$ cat src/verilog/rtchs_pkg.sv
// Constants and types shared by the clock host sequencer and its shifter.
package rtchs_pkg;
	// Timing, in the units printed, and the cycle counts derived at 5 ns.
	localparam int CLK_PERIOD_NS       = 5;
	localparam int SCLK_MIN_PERIOD_NS  = 1000;
	localparam int SCLK_HALF_CYCLES    =
		(SCLK_MIN_PERIOD_NS / 2 + CLK_PERIOD_NS - 1) / CLK_PERIOD_NS;
	localparam int FRAME_GAP_NS        = 1000;
	localparam int FRAME_GAP_CYCLES    =
		(FRAME_GAP_NS + CLK_PERIOD_NS - 1) / CLK_PERIOD_NS;
	localparam int POWER_INIT_MS       = 1000;
	localparam int POWER_INIT_CYCLES_DEF =
		POWER_INIT_MS * 1000000 / CLK_PERIOD_NS;

	// Device register addresses, frame mode nibbles and frame byte counts.
	localparam logic [3:0] DEV_SEC      = 4'h0;
	localparam logic [3:0] DEV_OSC_ADJ  = 4'h7;
	localparam logic [3:0] DEV_ALARM_W  = 4'h8;
	localparam logic [3:0] DEV_ALARM_D  = 4'hB;
	localparam logic [3:0] DEV_CTRL1    = 4'hE;
	localparam logic [3:0] DEV_CTRL2    = 4'hF;
	localparam logic [3:0] MODE_WRITE   = 4'h0;
	localparam logic [3:0] MODE_READ    = 4'hC;
	localparam logic [2:0] TIME_BYTES   = 3'h7;
	localparam logic [2:0] REDUCED_BYTES = 3'h5;
	localparam logic [2:0] ALARM_W_BYTES = 3'h3;
	localparam logic [2:0] ALARM_D_BYTES = 3'h2;

	// Device control register fields and alarm cancel patterns.
	localparam int CT1_WEEKDAY_EN_BIT  = 7;
	localparam int CT1_DAILY_EN_BIT    = 6;
	localparam int CT1_COLD_START_BIT  = 4;
	localparam logic [2:0] CT1_LEVEL_MODE = 3'h4;
	localparam int CT2_DROP_BIT        = 6;
	localparam int CT2_PERIODIC_BIT    = 2;
	localparam logic [7:0] CT2_KEEP    = 8'hFF;
	localparam logic [7:0] ALARM_W_CANCEL = 8'h75;
	localparam logic [7:0] ALARM_D_CANCEL = 8'h76;

	// Host register map.
	localparam logic [4:0] REG_CMD     = 5'h00;
	localparam logic [4:0] REG_CFG     = 5'h01;
	localparam logic [4:0] REG_PERIOD  = 5'h02;
	localparam logic [4:0] REG_OSC     = 5'h03;
	localparam logic [4:0] REG_TIME    = 5'h04;
	localparam logic [4:0] REG_ALARM_W = 5'h0B;
	localparam logic [4:0] REG_ALARM_D = 5'h0E;
	localparam logic [4:0] REG_STATUS  = 5'h10;
	localparam logic [4:0] REG_MASK    = 5'h11;
	localparam logic [4:0] REG_INFO    = 5'h12;

	localparam logic [7:0] CMD_INIT     = 8'h01;
	localparam logic [7:0] CMD_SET_TIME = 8'h02;
	localparam logic [7:0] CMD_READ_TIME = 8'h03;
	localparam logic [7:0] CMD_ALARM_W  = 8'h04;
	localparam logic [7:0] CMD_ALARM_D  = 8'h05;
	localparam logic [7:0] CMD_CANCEL   = 8'h06;

	localparam int CFG_MONITOR = 0;
	localparam int CFG_REDUCED = 1;
	localparam int CFG_SERVICE = 2;
	localparam logic [2:0] CFG_RESET = 3'h0;

	localparam int EV_DONE     = 0;
	localparam int EV_COLD     = 1;
	localparam int EV_SERVICED = 2;
	localparam int EV_REFUSED  = 3;
	localparam int EV_W        = 4;

	typedef enum logic [2:0] {
		OP_NONE, OP_INIT, OP_SET_TIME, OP_READ_TIME,
		OP_ALARM_W, OP_ALARM_D, OP_CANCEL
	} rtchs_op_e;

	typedef enum logic [2:0] {
		ST_IDLE, ST_GAP, ST_ADDR, ST_LOAD, ST_DATA
	} rtchs_state_e;
endpackage

$ cat src/verilog/rtchs_host_seq.sv
// Host sequencer that brings up, sets, reads and services the clock chip.
// What this block does
// Wait for supply detect high and settling time.
// Read cold start flag; zero means backup resume.
// Clear supply drop flag after each seconds write.
// Write seconds through year in one frame.
// Read seconds through year in one frame.
// Program the periodic interrupt in level mode.
// Write zero to periodic flag to cancel.
// Reduced reads allowed for plain time display.
// Full read only first session after time write.
// Clear alarm enable before loading alarm time.
// Set alarm enable after all alarm registers.
// Cancel alarms with never-matching register patterns.
// Device holds interrupt low until flag cleared.
// Alarm enable bits gate alarm interrupts independently.
// Device keeps counters coherent during a frame.
// After cold start, write adjustment and interrupt setup.
//
// Implementation choices: the address-and-strobe port and the register addresses.
`timescale 1ns/1ps
module rtchs_host_seq #(
	parameter int POWER_INIT_CYCLES = rtchs_pkg::POWER_INIT_CYCLES_DEF
) (
	// Clock and reset.
	input  wire logic       ref_clk,
	input  wire logic       rstn,
	// Software register port.
	input  wire logic [4:0] regAddr,
	input  wire logic [7:0] regWdata,
	input  wire logic       regWr,
	input  wire logic       regRd,
	output logic [7:0]      regRdata,
	output logic            irq,
	// Three-wire link to the clock chip.
	output logic            ceOut,
	output logic            sclkOut,
	output logic            serialDataLineOut,
	output logic            serialDataLineOe,
	input  wire logic       serialDataLineIn,
	// Open-drain status pins of the clock chip.
	input  wire logic       supplyDetectOut,
	input  wire logic       irqOutN
);
	import rtchs_pkg::*;

	logic         supMeta;
	logic         supSync;
	logic         irqMeta;
	logic         irqSync;
	logic [27:0]  pwrCnt;
	logic         powerReady;
	logic [2:0]   cfg;
	logic [2:0]   periodSel;
	logic [7:0]   oscAdj;
	logic [7:0]   timeBuf [7];
	logic [7:0]   alarmW [3];
	logic [7:0]   alarmD [2];
	logic [EV_W-1:0] status;
	logic [EV_W-1:0] mask;
	logic [EV_W-1:0] evSet;
	rtchs_state_e state;
	rtchs_op_e    op;
	rtchs_op_e    cmdOp;
	logic [1:0]   step;
	logic [2:0]   byteIdx;
	logic [7:0]   gapCnt;
	logic         servicing;
	logic         coldStart;
	logic         needFull;
	logic         wEn;
	logic         dEn;
	logic         shStart;
	logic [7:0]   shByte;
	logic         shWrite;
	logic         shDone;
	logic [7:0]   shRx;
	logic         pValid;
	logic [3:0]   pAddr;
	logic [2:0]   pLen;
	logic         pWrite;
	logic [7:0]   pByte;
	logic         cmdWr;
	logic         frameEnd;
	logic         opEnd;
	logic [7:0]   next_rdata;

	rtchs_serial_shifter shifter (
		.ref_clk (ref_clk),
		.rstn    (rstn),
		.start   (shStart),
		.txByte  (shByte),
		.isWrite (shWrite),
		.done    (shDone),
		.rxByte  (shRx),
		.sclkOut (sclkOut),
		.sdOut   (serialDataLineOut),
		.sdOe    (serialDataLineOe),
		.sdIn    (serialDataLineIn)
	);

	always_ff @(posedge ref_clk) begin
		if (!rstn) begin
			supMeta <= 1'b0;
			supSync <= 1'b0;
			irqMeta <= 1'b1;
			irqSync <= 1'b1;
		end else begin
			supMeta <= supplyDetectOut;
			supSync <= supMeta;
			irqMeta <= irqOutN;
			irqSync <= irqMeta;
		end
	end

	// The settling time restarts whenever the supply detect pin drops.
	always_ff @(posedge ref_clk) begin
		if (!rstn || !supSync) begin
			pwrCnt <= 28'h0000000;
		end else if (!powerReady) begin
			pwrCnt <= pwrCnt + 28'h0000001;
		end
	end
	assign powerReady = (pwrCnt == 28'(POWER_INIT_CYCLES));

	function automatic logic [7:0] ctrl1Word(input logic w, input logic d,
		input logic [2:0] sel);
		logic [7:0] v;
		v = 8'h00;
		v[CT1_WEEKDAY_EN_BIT] = w;
		v[CT1_DAILY_EN_BIT]   = d;
		// Any enabled periodic cycle is forced into level mode.
		v[2:0] = (sel == 3'h0) ? 3'h0 : (sel | CT1_LEVEL_MODE);
		return v;
	endfunction

	always_comb begin
		unique case (regWdata)
			CMD_INIT:      cmdOp = OP_INIT;
			CMD_SET_TIME:  cmdOp = OP_SET_TIME;
			CMD_READ_TIME: cmdOp = OP_READ_TIME;
			CMD_ALARM_W:   cmdOp = OP_ALARM_W;
			CMD_ALARM_D:   cmdOp = OP_ALARM_D;
			CMD_CANCEL:    cmdOp = OP_CANCEL;
			default:       cmdOp = OP_NONE;
		endcase
	end

	// Frame plan for the current operation step and byte.
	always_comb begin
		pValid = 1'b0;
		pAddr  = DEV_SEC;
		pLen   = 3'h1;
		pWrite = 1'b1;
		pByte  = 8'h00;
		unique case (op)
			OP_INIT: begin
				unique case (step)
					2'h0: begin
						pValid = 1'b1;
						pAddr  = DEV_CTRL1;
						pWrite = 1'b0;
					end
					2'h1: begin
						pValid = coldStart;
						pAddr  = DEV_OSC_ADJ;
						pByte  = oscAdj;
					end
					2'h2: begin
						pValid = coldStart;
						pAddr  = DEV_CTRL1;
						pByte  = ctrl1Word(wEn, dEn, periodSel);
					end
					default: ;
				endcase
			end
			OP_SET_TIME: begin
				if (step == 2'h0) begin
					pValid = 1'b1;
					pLen   = TIME_BYTES;
					pByte  = timeBuf[byteIdx];
				end else if (step == 2'h1) begin
					pValid = cfg[CFG_MONITOR];
					pAddr  = DEV_CTRL2;
					pByte  = CT2_KEEP;
					pByte[CT2_DROP_BIT] = 1'b0;
				end
			end
			OP_READ_TIME: begin
				if (step == 2'h0) begin
					pValid = 1'b1;
					pWrite = 1'b0;
					pLen   = (cfg[CFG_REDUCED] && !needFull) ?
						REDUCED_BYTES : TIME_BYTES;
				end else if (step == 2'h1) begin
					pValid = servicing;
					pAddr  = DEV_CTRL2;
					pByte  = CT2_KEEP;
					pByte[CT2_PERIODIC_BIT] = 1'b0;
				end
			end
			OP_ALARM_W, OP_ALARM_D, OP_CANCEL: begin
				pValid = (step != 2'h3);
				pAddr  = DEV_CTRL1;
				if (step == 2'h0) begin
					pByte = (op == OP_ALARM_D) ?
						ctrl1Word(wEn, 1'b0, periodSel) :
						ctrl1Word(1'b0, dEn & (op == OP_ALARM_W),
							periodSel);
				end else if (step == 2'h1) begin
					pAddr = (op == OP_ALARM_D) ? DEV_ALARM_D : DEV_ALARM_W;
					pLen  = (op == OP_ALARM_D) ? ALARM_D_BYTES :
						ALARM_W_BYTES;
					pByte = (op == OP_CANCEL) ? ALARM_W_CANCEL :
						(op == OP_ALARM_D) ? alarmD[byteIdx[0]] :
						alarmW[byteIdx[1:0]];
				end else if (step == 2'h2) begin
					if (op == OP_CANCEL) begin
						pAddr = DEV_ALARM_D;
						pLen  = ALARM_D_BYTES;
						pByte = ALARM_D_CANCEL;
					end else begin
						pByte = (op == OP_ALARM_W) ?
							ctrl1Word(1'b1, dEn, periodSel) :
							ctrl1Word(wEn, 1'b1, periodSel);
					end
				end
			end
			default: ;
		endcase
	end

	assign cmdWr    = regWr && (regAddr == REG_CMD);
	assign frameEnd = (state == ST_DATA) && shDone &&
		(byteIdx == pLen - 3'h1);
	assign opEnd    = (state == ST_GAP) && !pValid &&
		(gapCnt == 8'(FRAME_GAP_CYCLES - 1));

	// Chip enable stays high from the address byte to the last data byte.
	always_ff @(posedge ref_clk) begin
		if (!rstn) begin
			state     <= ST_IDLE;
			op        <= OP_NONE;
			step      <= 2'h0;
			byteIdx   <= 3'h0;
			gapCnt    <= 8'h00;
			servicing <= 1'b0;
			ceOut     <= 1'b0;
			shStart   <= 1'b0;
			shByte    <= 8'h00;
			shWrite   <= 1'b0;
		end else begin
			shStart <= 1'b0;
			unique case (state)
				ST_IDLE: begin
					gapCnt <= 8'h00;
					step   <= 2'h0;
					if (cmdWr && powerReady && cmdOp != OP_NONE) begin
						op        <= cmdOp;
						servicing <= 1'b0;
						state     <= ST_GAP;
					end else if (!cmdWr && powerReady && !irqSync &&
						cfg[CFG_SERVICE]) begin
						op        <= OP_READ_TIME;
						servicing <= 1'b1;
						state     <= ST_GAP;
					end
				end
				ST_GAP: begin
					if (gapCnt != 8'(FRAME_GAP_CYCLES - 1)) begin
						gapCnt <= gapCnt + 8'h01;
					end else if (pValid) begin
						gapCnt  <= 8'h00;
						byteIdx <= 3'h0;
						ceOut   <= 1'b1;
						shStart <= 1'b1;
						shByte  <= {pAddr, pWrite ? MODE_WRITE : MODE_READ};
						shWrite <= 1'b1;
						state   <= ST_ADDR;
					end else begin
						op        <= OP_NONE;
						servicing <= 1'b0;
						state     <= ST_IDLE;
					end
				end
				ST_ADDR: begin
					if (shDone) begin
						state <= ST_LOAD;
					end
				end
				ST_LOAD: begin
					shStart <= 1'b1;
					shByte  <= pByte;
					shWrite <= pWrite;
					state   <= ST_DATA;
				end
				ST_DATA: begin
					if (frameEnd) begin
						ceOut <= 1'b0;
						step  <= step + 2'h1;
						state <= ST_GAP;
					end else if (shDone) begin
						byteIdx <= byteIdx + 3'h1;
						state   <= ST_LOAD;
					end
				end
			endcase
		end
	end

	// Device state mirrored from the frames as they finish.
	always_ff @(posedge ref_clk) begin
		if (!rstn) begin
			coldStart <= 1'b0;
			needFull  <= 1'b1;
			wEn       <= 1'b0;
			dEn       <= 1'b0;
		end else if (frameEnd) begin
			if (op == OP_INIT && step == 2'h0) begin
				coldStart <= shRx[CT1_COLD_START_BIT];
			end
			if (op == OP_SET_TIME && step == 2'h0) begin
				needFull <= 1'b1;
			end
			if (op == OP_READ_TIME && step == 2'h0 && pLen == TIME_BYTES) begin
				needFull <= 1'b0;
			end
			if (pWrite && pAddr == DEV_CTRL1) begin
				wEn <= pByte[CT1_WEEKDAY_EN_BIT];
				dEn <= pByte[CT1_DAILY_EN_BIT];
			end
		end
	end

	// Software settings; a time read overwrites the buffer byte by byte.
	always_ff @(posedge ref_clk) begin
		if (!rstn) begin
			cfg       <= CFG_RESET;
			periodSel <= 3'h0;
			oscAdj    <= 8'h00;
			mask      <= '0;
			for (int i = 0; i < 7; i++) begin
				timeBuf[i] <= 8'h00;
			end
			for (int i = 0; i < 3; i++) begin
				alarmW[i] <= 8'h00;
			end
			alarmD[0] <= 8'h00;
			alarmD[1] <= 8'h00;
		end else begin
			if (regWr) begin
				if (regAddr == REG_CFG) cfg <= regWdata[2:0];
				if (regAddr == REG_PERIOD) periodSel <= regWdata[2:0];
				if (regAddr == REG_OSC) oscAdj <= regWdata;
				if (regAddr == REG_MASK) mask <= regWdata[EV_W-1:0];
				if (regAddr >= REG_TIME && regAddr < REG_ALARM_W) begin
					timeBuf[3'(regAddr - REG_TIME)] <= regWdata;
				end
				if (regAddr >= REG_ALARM_W && regAddr < REG_ALARM_D) begin
					alarmW[2'(regAddr - REG_ALARM_W)] <= regWdata;
				end
				if (regAddr >= REG_ALARM_D && regAddr < REG_STATUS) begin
					alarmD[1'(regAddr - REG_ALARM_D)] <= regWdata;
				end
			end
			if (state == ST_DATA && shDone && !pWrite &&
				op == OP_READ_TIME) begin
				timeBuf[byteIdx] <= shRx;
			end
		end
	end

	always_comb begin
		evSet = '0;
		evSet[EV_DONE]     = opEnd;
		evSet[EV_COLD]     = frameEnd && op == OP_INIT && step == 2'h0 &&
			shRx[CT1_COLD_START_BIT];
		evSet[EV_SERVICED] = opEnd && servicing;
		evSet[EV_REFUSED]  = cmdWr &&
			(state != ST_IDLE || !powerReady || cmdOp == OP_NONE);
	end

	// Reading the status register clears it; a new event in that cycle wins.
	always_ff @(posedge ref_clk) begin
		if (!rstn) begin
			status <= '0;
		end else if (regRd && regAddr == REG_STATUS) begin
			status <= evSet;
		end else begin
			status <= status | evSet;
		end
	end

	always_ff @(posedge ref_clk) begin
		if (!rstn) begin
			irq <= 1'b0;
		end else begin
			irq <= |(status & mask);
		end
	end

	always_comb begin
		next_rdata = 8'h00;
		unique case (regAddr)
			REG_CMD:    next_rdata = {5'h00, op};
			REG_CFG:    next_rdata = {5'h00, cfg};
			REG_PERIOD: next_rdata = {5'h00, periodSel};
			REG_OSC:    next_rdata = oscAdj;
			REG_STATUS: next_rdata = {4'h0, status};
			REG_MASK:   next_rdata = {4'h0, mask};
			REG_INFO:   next_rdata = {2'h0, state != ST_IDLE, powerReady,
				coldStart, needFull, wEn, dEn};
			default: begin
				if (regAddr >= REG_TIME && regAddr < REG_ALARM_W) begin
					next_rdata = timeBuf[3'(regAddr - REG_TIME)];
				end else if (regAddr >= REG_ALARM_W &&
					regAddr < REG_ALARM_D) begin
					next_rdata = alarmW[2'(regAddr - REG_ALARM_W)];
				end else if (regAddr >= REG_ALARM_D &&
					regAddr < REG_STATUS) begin
					next_rdata = alarmD[1'(regAddr - REG_ALARM_D)];
				end
			end
		endcase
	end

	always_ff @(posedge ref_clk) begin
		if (!rstn) begin
			regRdata <= 8'h00;
		end else begin
			regRdata <= regRd ? next_rdata : 8'h00;
		end
	end
endmodule // rtchs_host_seq

$ cat src/verilog/rtchs_serial_shifter.sv
// One byte over the three-wire link, with the serial clock divided down.
`timescale 1ns/1ps
module rtchs_serial_shifter (
	// Clock and reset.
	input  wire logic       ref_clk,
	input  wire logic       rstn,
	// Byte request and result.
	input  wire logic       start,
	input  wire logic [7:0] txByte,
	input  wire logic       isWrite,
	output logic            done,
	output logic [7:0]      rxByte,
	// Serial pins.
	output logic            sclkOut,
	output logic            sdOut,
	output logic            sdOe,
	input  wire logic       sdIn
);
	import rtchs_pkg::*;

	logic       sdMeta;
	logic       sdSync;
	logic       busy;
	logic       phase;
	logic [2:0] bitCnt;
	logic [7:0] halfCnt;
	logic [7:0] shReg;

	always_ff @(posedge ref_clk) begin
		if (!rstn) begin
			sdMeta <= 1'b0;
			sdSync <= 1'b0;
		end else begin
			sdMeta <= sdIn;
			sdSync <= sdMeta;
		end
	end

	// Data changes while the clock is low; input is sampled at the end of
	// the high half, just before the falling edge.
	always_ff @(posedge ref_clk) begin
		if (!rstn) begin
			busy    <= 1'b0;
			phase   <= 1'b0;
			bitCnt  <= 3'h0;
			halfCnt <= 8'h00;
			shReg   <= 8'h00;
			done    <= 1'b0;
			rxByte  <= 8'h00;
			sclkOut <= 1'b0;
			sdOut   <= 1'b0;
			sdOe    <= 1'b0;
		end else begin
			done <= 1'b0;
			if (!busy) begin
				if (start) begin
					busy    <= 1'b1;
					phase   <= 1'b0;
					bitCnt  <= 3'h7;
					halfCnt <= 8'h00;
					shReg   <= txByte;
					sdOut   <= txByte[7] & isWrite;
					sdOe    <= isWrite;
				end
			end else if (halfCnt != 8'(SCLK_HALF_CYCLES - 1)) begin
				halfCnt <= halfCnt + 8'h01;
			end else begin
				halfCnt <= 8'h00;
				if (!phase) begin
					sclkOut <= 1'b1;
					phase   <= 1'b1;
				end else begin
					sclkOut <= 1'b0;
					phase   <= 1'b0;
					shReg   <= {shReg[6:0], sdSync};
					if (bitCnt == 3'h0) begin
						busy   <= 1'b0;
						done   <= 1'b1;
						rxByte <= {shReg[6:0], sdSync};
						sdOe   <= 1'b0;
						sdOut  <= 1'b0;
					end else begin
						bitCnt <= bitCnt - 3'h1;
						if (sdOe) begin
							sdOut <= shReg[6];
						end
					end
				end
			end
		end
	end
endmodule // rtchs_serial_shifter

$ cat config.mk
export PLATFORM = sky130hd
export DESIGN_NAME = rtchs_host_seq
export DESIGN_NICKNAME = d
export VERILOG_FILES = /design/src/verilog/rtchs_pkg.sv /design/src/verilog/rtchs_host_seq.sv /design/src/verilog/rtchs_serial_shifter.sv
export SDC_FILE = /design/constraint.sdc
export NUM_CORES = 1
export LEC_CHECK = 0
export BUFFER_PORTS_ARGS = -buffer_cell sky130_fd_sc_hd__buf_2
export CAP_MARGIN = 20
export CORE_MARGIN = 2
export CORE_UTILIZATION = 55
export CTS_CLUSTER_DIAMETER = 50
export DETAILED_ROUTE_END_ITERATION = 8
export GPL_ROUTABILITY_DRIVEN = 1
export MAX_ROUTING_LAYER = met4
export PLACE_DENSITY = 0.76
export SLEW_MARGIN = 20
export SYNTH_ARGS = -nofsm -noshare
export SYNTH_HDL_FRONTEND = slang
export SYNTH_SLANG_ARGS = --single-unit
$ cat constraint.sdc
create_clock -name ref_clk -period 4.7 [get_ports ref_clk]
set_clock_uncertainty 0.1 [all_clocks]
set_input_delay 0.235 -clock ref_clk [delete_from_list [all_inputs] [get_ports ref_clk]]
set_output_delay 0.235 -clock ref_clk [all_outputs]
set_load 0.005 [all_outputs]
==> summary.md <==
| Metric | Value |
|---|---|
| Final Setup Violations | `0` |
| Power Internal | `3.91 mW` |
| R2r setup slk | `1.06 ns` |
| Crit start category | `flip-flop` |
| Crit-path max cell delay | `0.67 ns` |
| FILL cells | `2,006` |
| First-pass GRT wire length | `61,700 um` |
| Layout cells sized above 1 | `0.148` |
| Worst vdd ir | `242 uV` |
| Rel. slew slack | `0.297` |
| Buffers added on ports | `32` |
| Setup bufs post-CTS | `0` |
| Worst setup EP type | `flip-flop` |
| Post_cts resized | `0` |
| Avg Cell Area, Syn | `10.2 um^2` |
| Outcome | `finished clean` |
| Depth of the most critical reg-to-reg path | `13` |
| Mean routed wirelength per cell | `24.1 um` |
| Combinational power share | `0.055` |
| Worst endpoint data arrival time | `4.05 ns` |
| Crit path to | `byteIdx[2]` |
| Final HPWL from detailed placement | `27,600 um` |
| Number of remaining DRC errors | `0` |
| Post-synth EDFFs | `112` |
| Clk buf depth | `3` |
| Post-DRT Antenna Nets | `0` |
| Crit path kind | `reg -> reg` |
| CP max-delay cell | `ha_1` |
| DR vias | `11,100` |
| Net Count, Synth | `1,349` |
| Routed wire length | `39,700 um` |
| Place WS | `1.10 ns` |
| Vias per inst | `6.71` |
| Met2 Track Usage GR | `0.492` |
| Met3 GRT Util | `0.0592` |
| DR iter-0 viols | `1,550` |
| Gr busiest metal | `met2` |
| Area of the multi-input gates | `6820 um^2` |
| Worst skew pair latency | `0.57 ns` |
| Critical Path RT | `5.10 ns` |
| Die height | `160 um` |
| Area Overhead vs Synth | `10.4%` |
| RR Startpoint | `step[0]` |
| Met1 Use GR | `0.414` |
| Critical path fanouts, max | `20` |
| CP Cell Sequence | `inv_1 > ha_1 > and2b_1 > and2_1 > nor2_1 > o221a_2 > ha_1 > xnor2_1 > xnor2_1 > and3_1 > and2_1 > a2111oi_0 > a31o_1` |
| H-tree Lvls | `1` |
| Sequential Power Share | `0.459` |
| Final period util | `0.776` |
| Mapped cell area | `13,400 um^2` |
| CTS clk-pin slew, worst paths | `0.06 ns` |
| Std cell rows | `57` |
| Pins over their slew limit | `0` |
| Net Switching | `1.20 mW` |
| Ys async rst share | `0` |
| Clock power frac | `0.486` |
| Antenna violations before repair | `1` |
| Starting Density | `0.557` |
| CORE AREA | `24,100 um^2` |
| Final setup margin | `1.06 ns` |
| Pwr dens | `345 nW/um^2` |
| Switching Fraction | `0.234` |
| Worst setup startpoint | `step[0]` |
| RSZ-0062 raised after global routing | `no` |
| Hold Fails Final Rpt | `0` |
| Die width | `160 um` |
| Setup tns final | `0 ns` |
| Clk sinks | `248` |
| Root buffer cell | `clkbuf_16` |
| Prevailing post-synth register cell | `dfxtp_1` |
| Lkg Pwr | `5.05 nW` |
| Total CTS buffers | `31` |
| Register area share after synthesis | `0.453` |
| Least-Margin Pin Slew | `1.05 ns` |
| Worst R2R End | `byteIdx[2]` |
| Total power | `5.10 mW` |
| Total GRT Usage | `0.317` |
| Final Net Count | `1,335` |
| Gp weighted congestion | `1.00` |
| # IOs | `33` |
| Util after Layout | `0.614` |
| Drt pass-1 iters | `8` |
| Max Clock Freq | `274 MHz` |
| Worst min path class | `in -> reg` |
| YS warnings | `0` |
| Reg area | `6090 um^2` |
| Synth unique cells | `96` |
| Hold path depth | `3` |
| FF+latch count, synth | `248` |
| Final min period | `3.64 ns` |
| Max Cap Violations | `0` |
| Post-synthesis instance total | `1,311` |
| CTS tree | `done` |
| Vias in the first global route | `10,600` |
| Pin count of the biggest net entering global routing | `71` |
| Die area | `25,700 um^2` |
| Total gr overflow | `0` |
| Cell Area, Placed | `13,700 um^2` |
| Final Cell Area | `14,800 um^2` |
==> cell usage in the layout, fill, tap and decap left out, types with 6 or more instances in the layout <==
cell type | synthesis | final
a211oi_1 | 13 | 13
a21oi_1 | 65 | 65
a22oi_1 | 20 | 20
a31oi_1 | 13 | 13
a32o_1 | 8 | 8
and2_1 | 24 | 24
and3_1 | 50 | 50
and4_1 | 8 | 8
buf_2 | 21 | 32
buf_4 | 4 | 12
clkbuf_16 | 0 | 34
dfxtp_1 | 136 | 135
edfxtp_1 | 112 | 112
ha_1 | 18 | 18
inv_1 | 29 | 29
mux2_2 | 11 | 11
mux2i_1 | 54 | 54
mux4_2 | 46 | 46
nand2_1 | 102 | 102
nand2b_1 | 17 | 17
nand3_1 | 70 | 70
nand3b_1 | 6 | 6
nand4_1 | 15 | 15
nor2_1 | 108 | 108
nor2b_1 | 14 | 14
nor3_1 | 17 | 17
o2111ai_1 | 6 | 6
o21ai_0 | 55 | 54
o21ai_1 | 12 | 13
o22ai_1 | 32 | 32
or3_1 | 8 | 8
xnor2_1 | 11 | 11
xor2_1 | 25 | 25
==> power groups by stage <==
stage | logic (mW) | clock network (mW) | registers (mW)
2_1_floorplan | 0.180 | 0 | 2.37
3_3_place_gp | 0.262 | 0 | 2.38
3_5_place_dp | 0.267 | 0 | 2.39
4_1_cts | 0.270 | 2.49 | 2.34
5_1_grt | 0.292 | 2.58 | 2.35
6_report | 0.279 | 2.48 | 2.34
==> sequential cells by signal (all words and copies together), names as in the netlist, 2 cells and up, named ones only <==
register / flops
regRdata: 8
shifter.rxByte: 8
mask: 4
shifter.bitCnt: 3
shifter.shReg: 7
timeBuf: 64
oscAdj: 8
periodSel: 3
shifter.halfCnt: 8
shByte: 8
cfg: 3
step: 2
pwrCnt: 28
status: 4
gapCnt: 8
byteIdx: 3
alarmD: 16
alarmW: 32
op: 3
state: 3
==> cells by family (layout without fill, tap and decap cells) <==
group | Yosys count | count (layout) | synth area share
other | 0 | 1 | 0
adder cells (fa/ha/maj) | 18 | 18 | 0.0168
AND/OR/NAND/NOR | 492 | 492 | 0.201
flip-flops | 248 | 248 | 0.453
buffers and inverters | 126 | 137 | 0.0394
multiplexers | 113 | 113 | 0.129
XOR/XNOR | 36 | 36 | 0.0235
AO/OA/AOI/OAI | 278 | 278 | 0.136
==> metrics by stage <==
stage	hold slack, ns	cells
6_report	0.0248	1647
5_1_grt	0.0114	1647
4_1_cts	0.00409	1646
3_5_place_dp	0.298	1584
3_3_place_gp	0.290	1584
2_1_floorplan	0.234	1311
==> Yosys cell counts (11+ instances only) <==
library cell,instances,area (um^2)
dfxtp_1,136,2720
edfxtp_1,112,3360
nor2_1,108,405
nand2_1,102,383
nand3_1,70,350
a21oi_1,65,325
clkbuf_1,56,210
o21ai_0,55,275
mux2i_1,54,541
and3_1,50,313
mux4_2,46,1040
o22ai_1,32,200
inv_1,29,109
xor2_1,25,219
and2_1,24,150
buf_2,21,105
a22oi_1,20,150
ha_1,18,225
nand2b_1,17,106
nor3_1,17,85.1
nand4_1,15,93.8
nor2b_1,14,87.6
a211oi_1,13,97.6
a31oi_1,13,81.3
buf_1,12,45.0
o21ai_1,12,60.1
mux2_2,11,124
xnor2_1,11,96.3
==> worst max-delay path, delay by kind of cell (launching register included) <==
kind,cells,cell delay [ns]
AO/OA/AOI/OAI,3,0.89
XOR/XNOR,2,0.29
adder cells (fa/ha/maj),2,0.86
buffers and inverters,1,0.11
flip-flops,1,0.35
AND/OR/NAND/NOR,5,0.98
==> final cells by class <==
type | count | share of cell area
multi-input combinational | 937 | 0.460
tap | 324 | 0.0274
antenna | 1 | 0.000169
timing repair buffer | 48 | 0.0196
clock buffer | 36 | 0.0586
clock inverter | 22 | 0.0150
inverter | 31 | 0.00786
sequential | 248 | 0.411
==> per-layer routing <==
layer / share of wire / wire, um
met5: 0 / 0
met4: 0.049 / 1950
met3: 0.10 / 4010
met2: 0.46 / 18300
met1: 0.39 / 15400
==> what timing repair did <==
action / in CTS / in global routing
endpoints found under the setup margin: 0 / 0
hold endpoints to repair: 4 / 0
hold buffers: 4 / 0
==> worst min-delay path by stage <==
stage | startpoint | end | slack (ns)
floorplan | regWdata[0] | alarmW[3][0] | 0.23
global placement | irqMeta | irqSync | 0.29
detailed placement | irqMeta | irqSync | 0.30
CTS | regWdata[5] | alarmW[3][5] | 0.004
global route | regWdata[5] | alarmW[3][5] | 0.01
finish | regWr | oscAdj[0] | 0.02
Power figures use the tool's default switching activity.
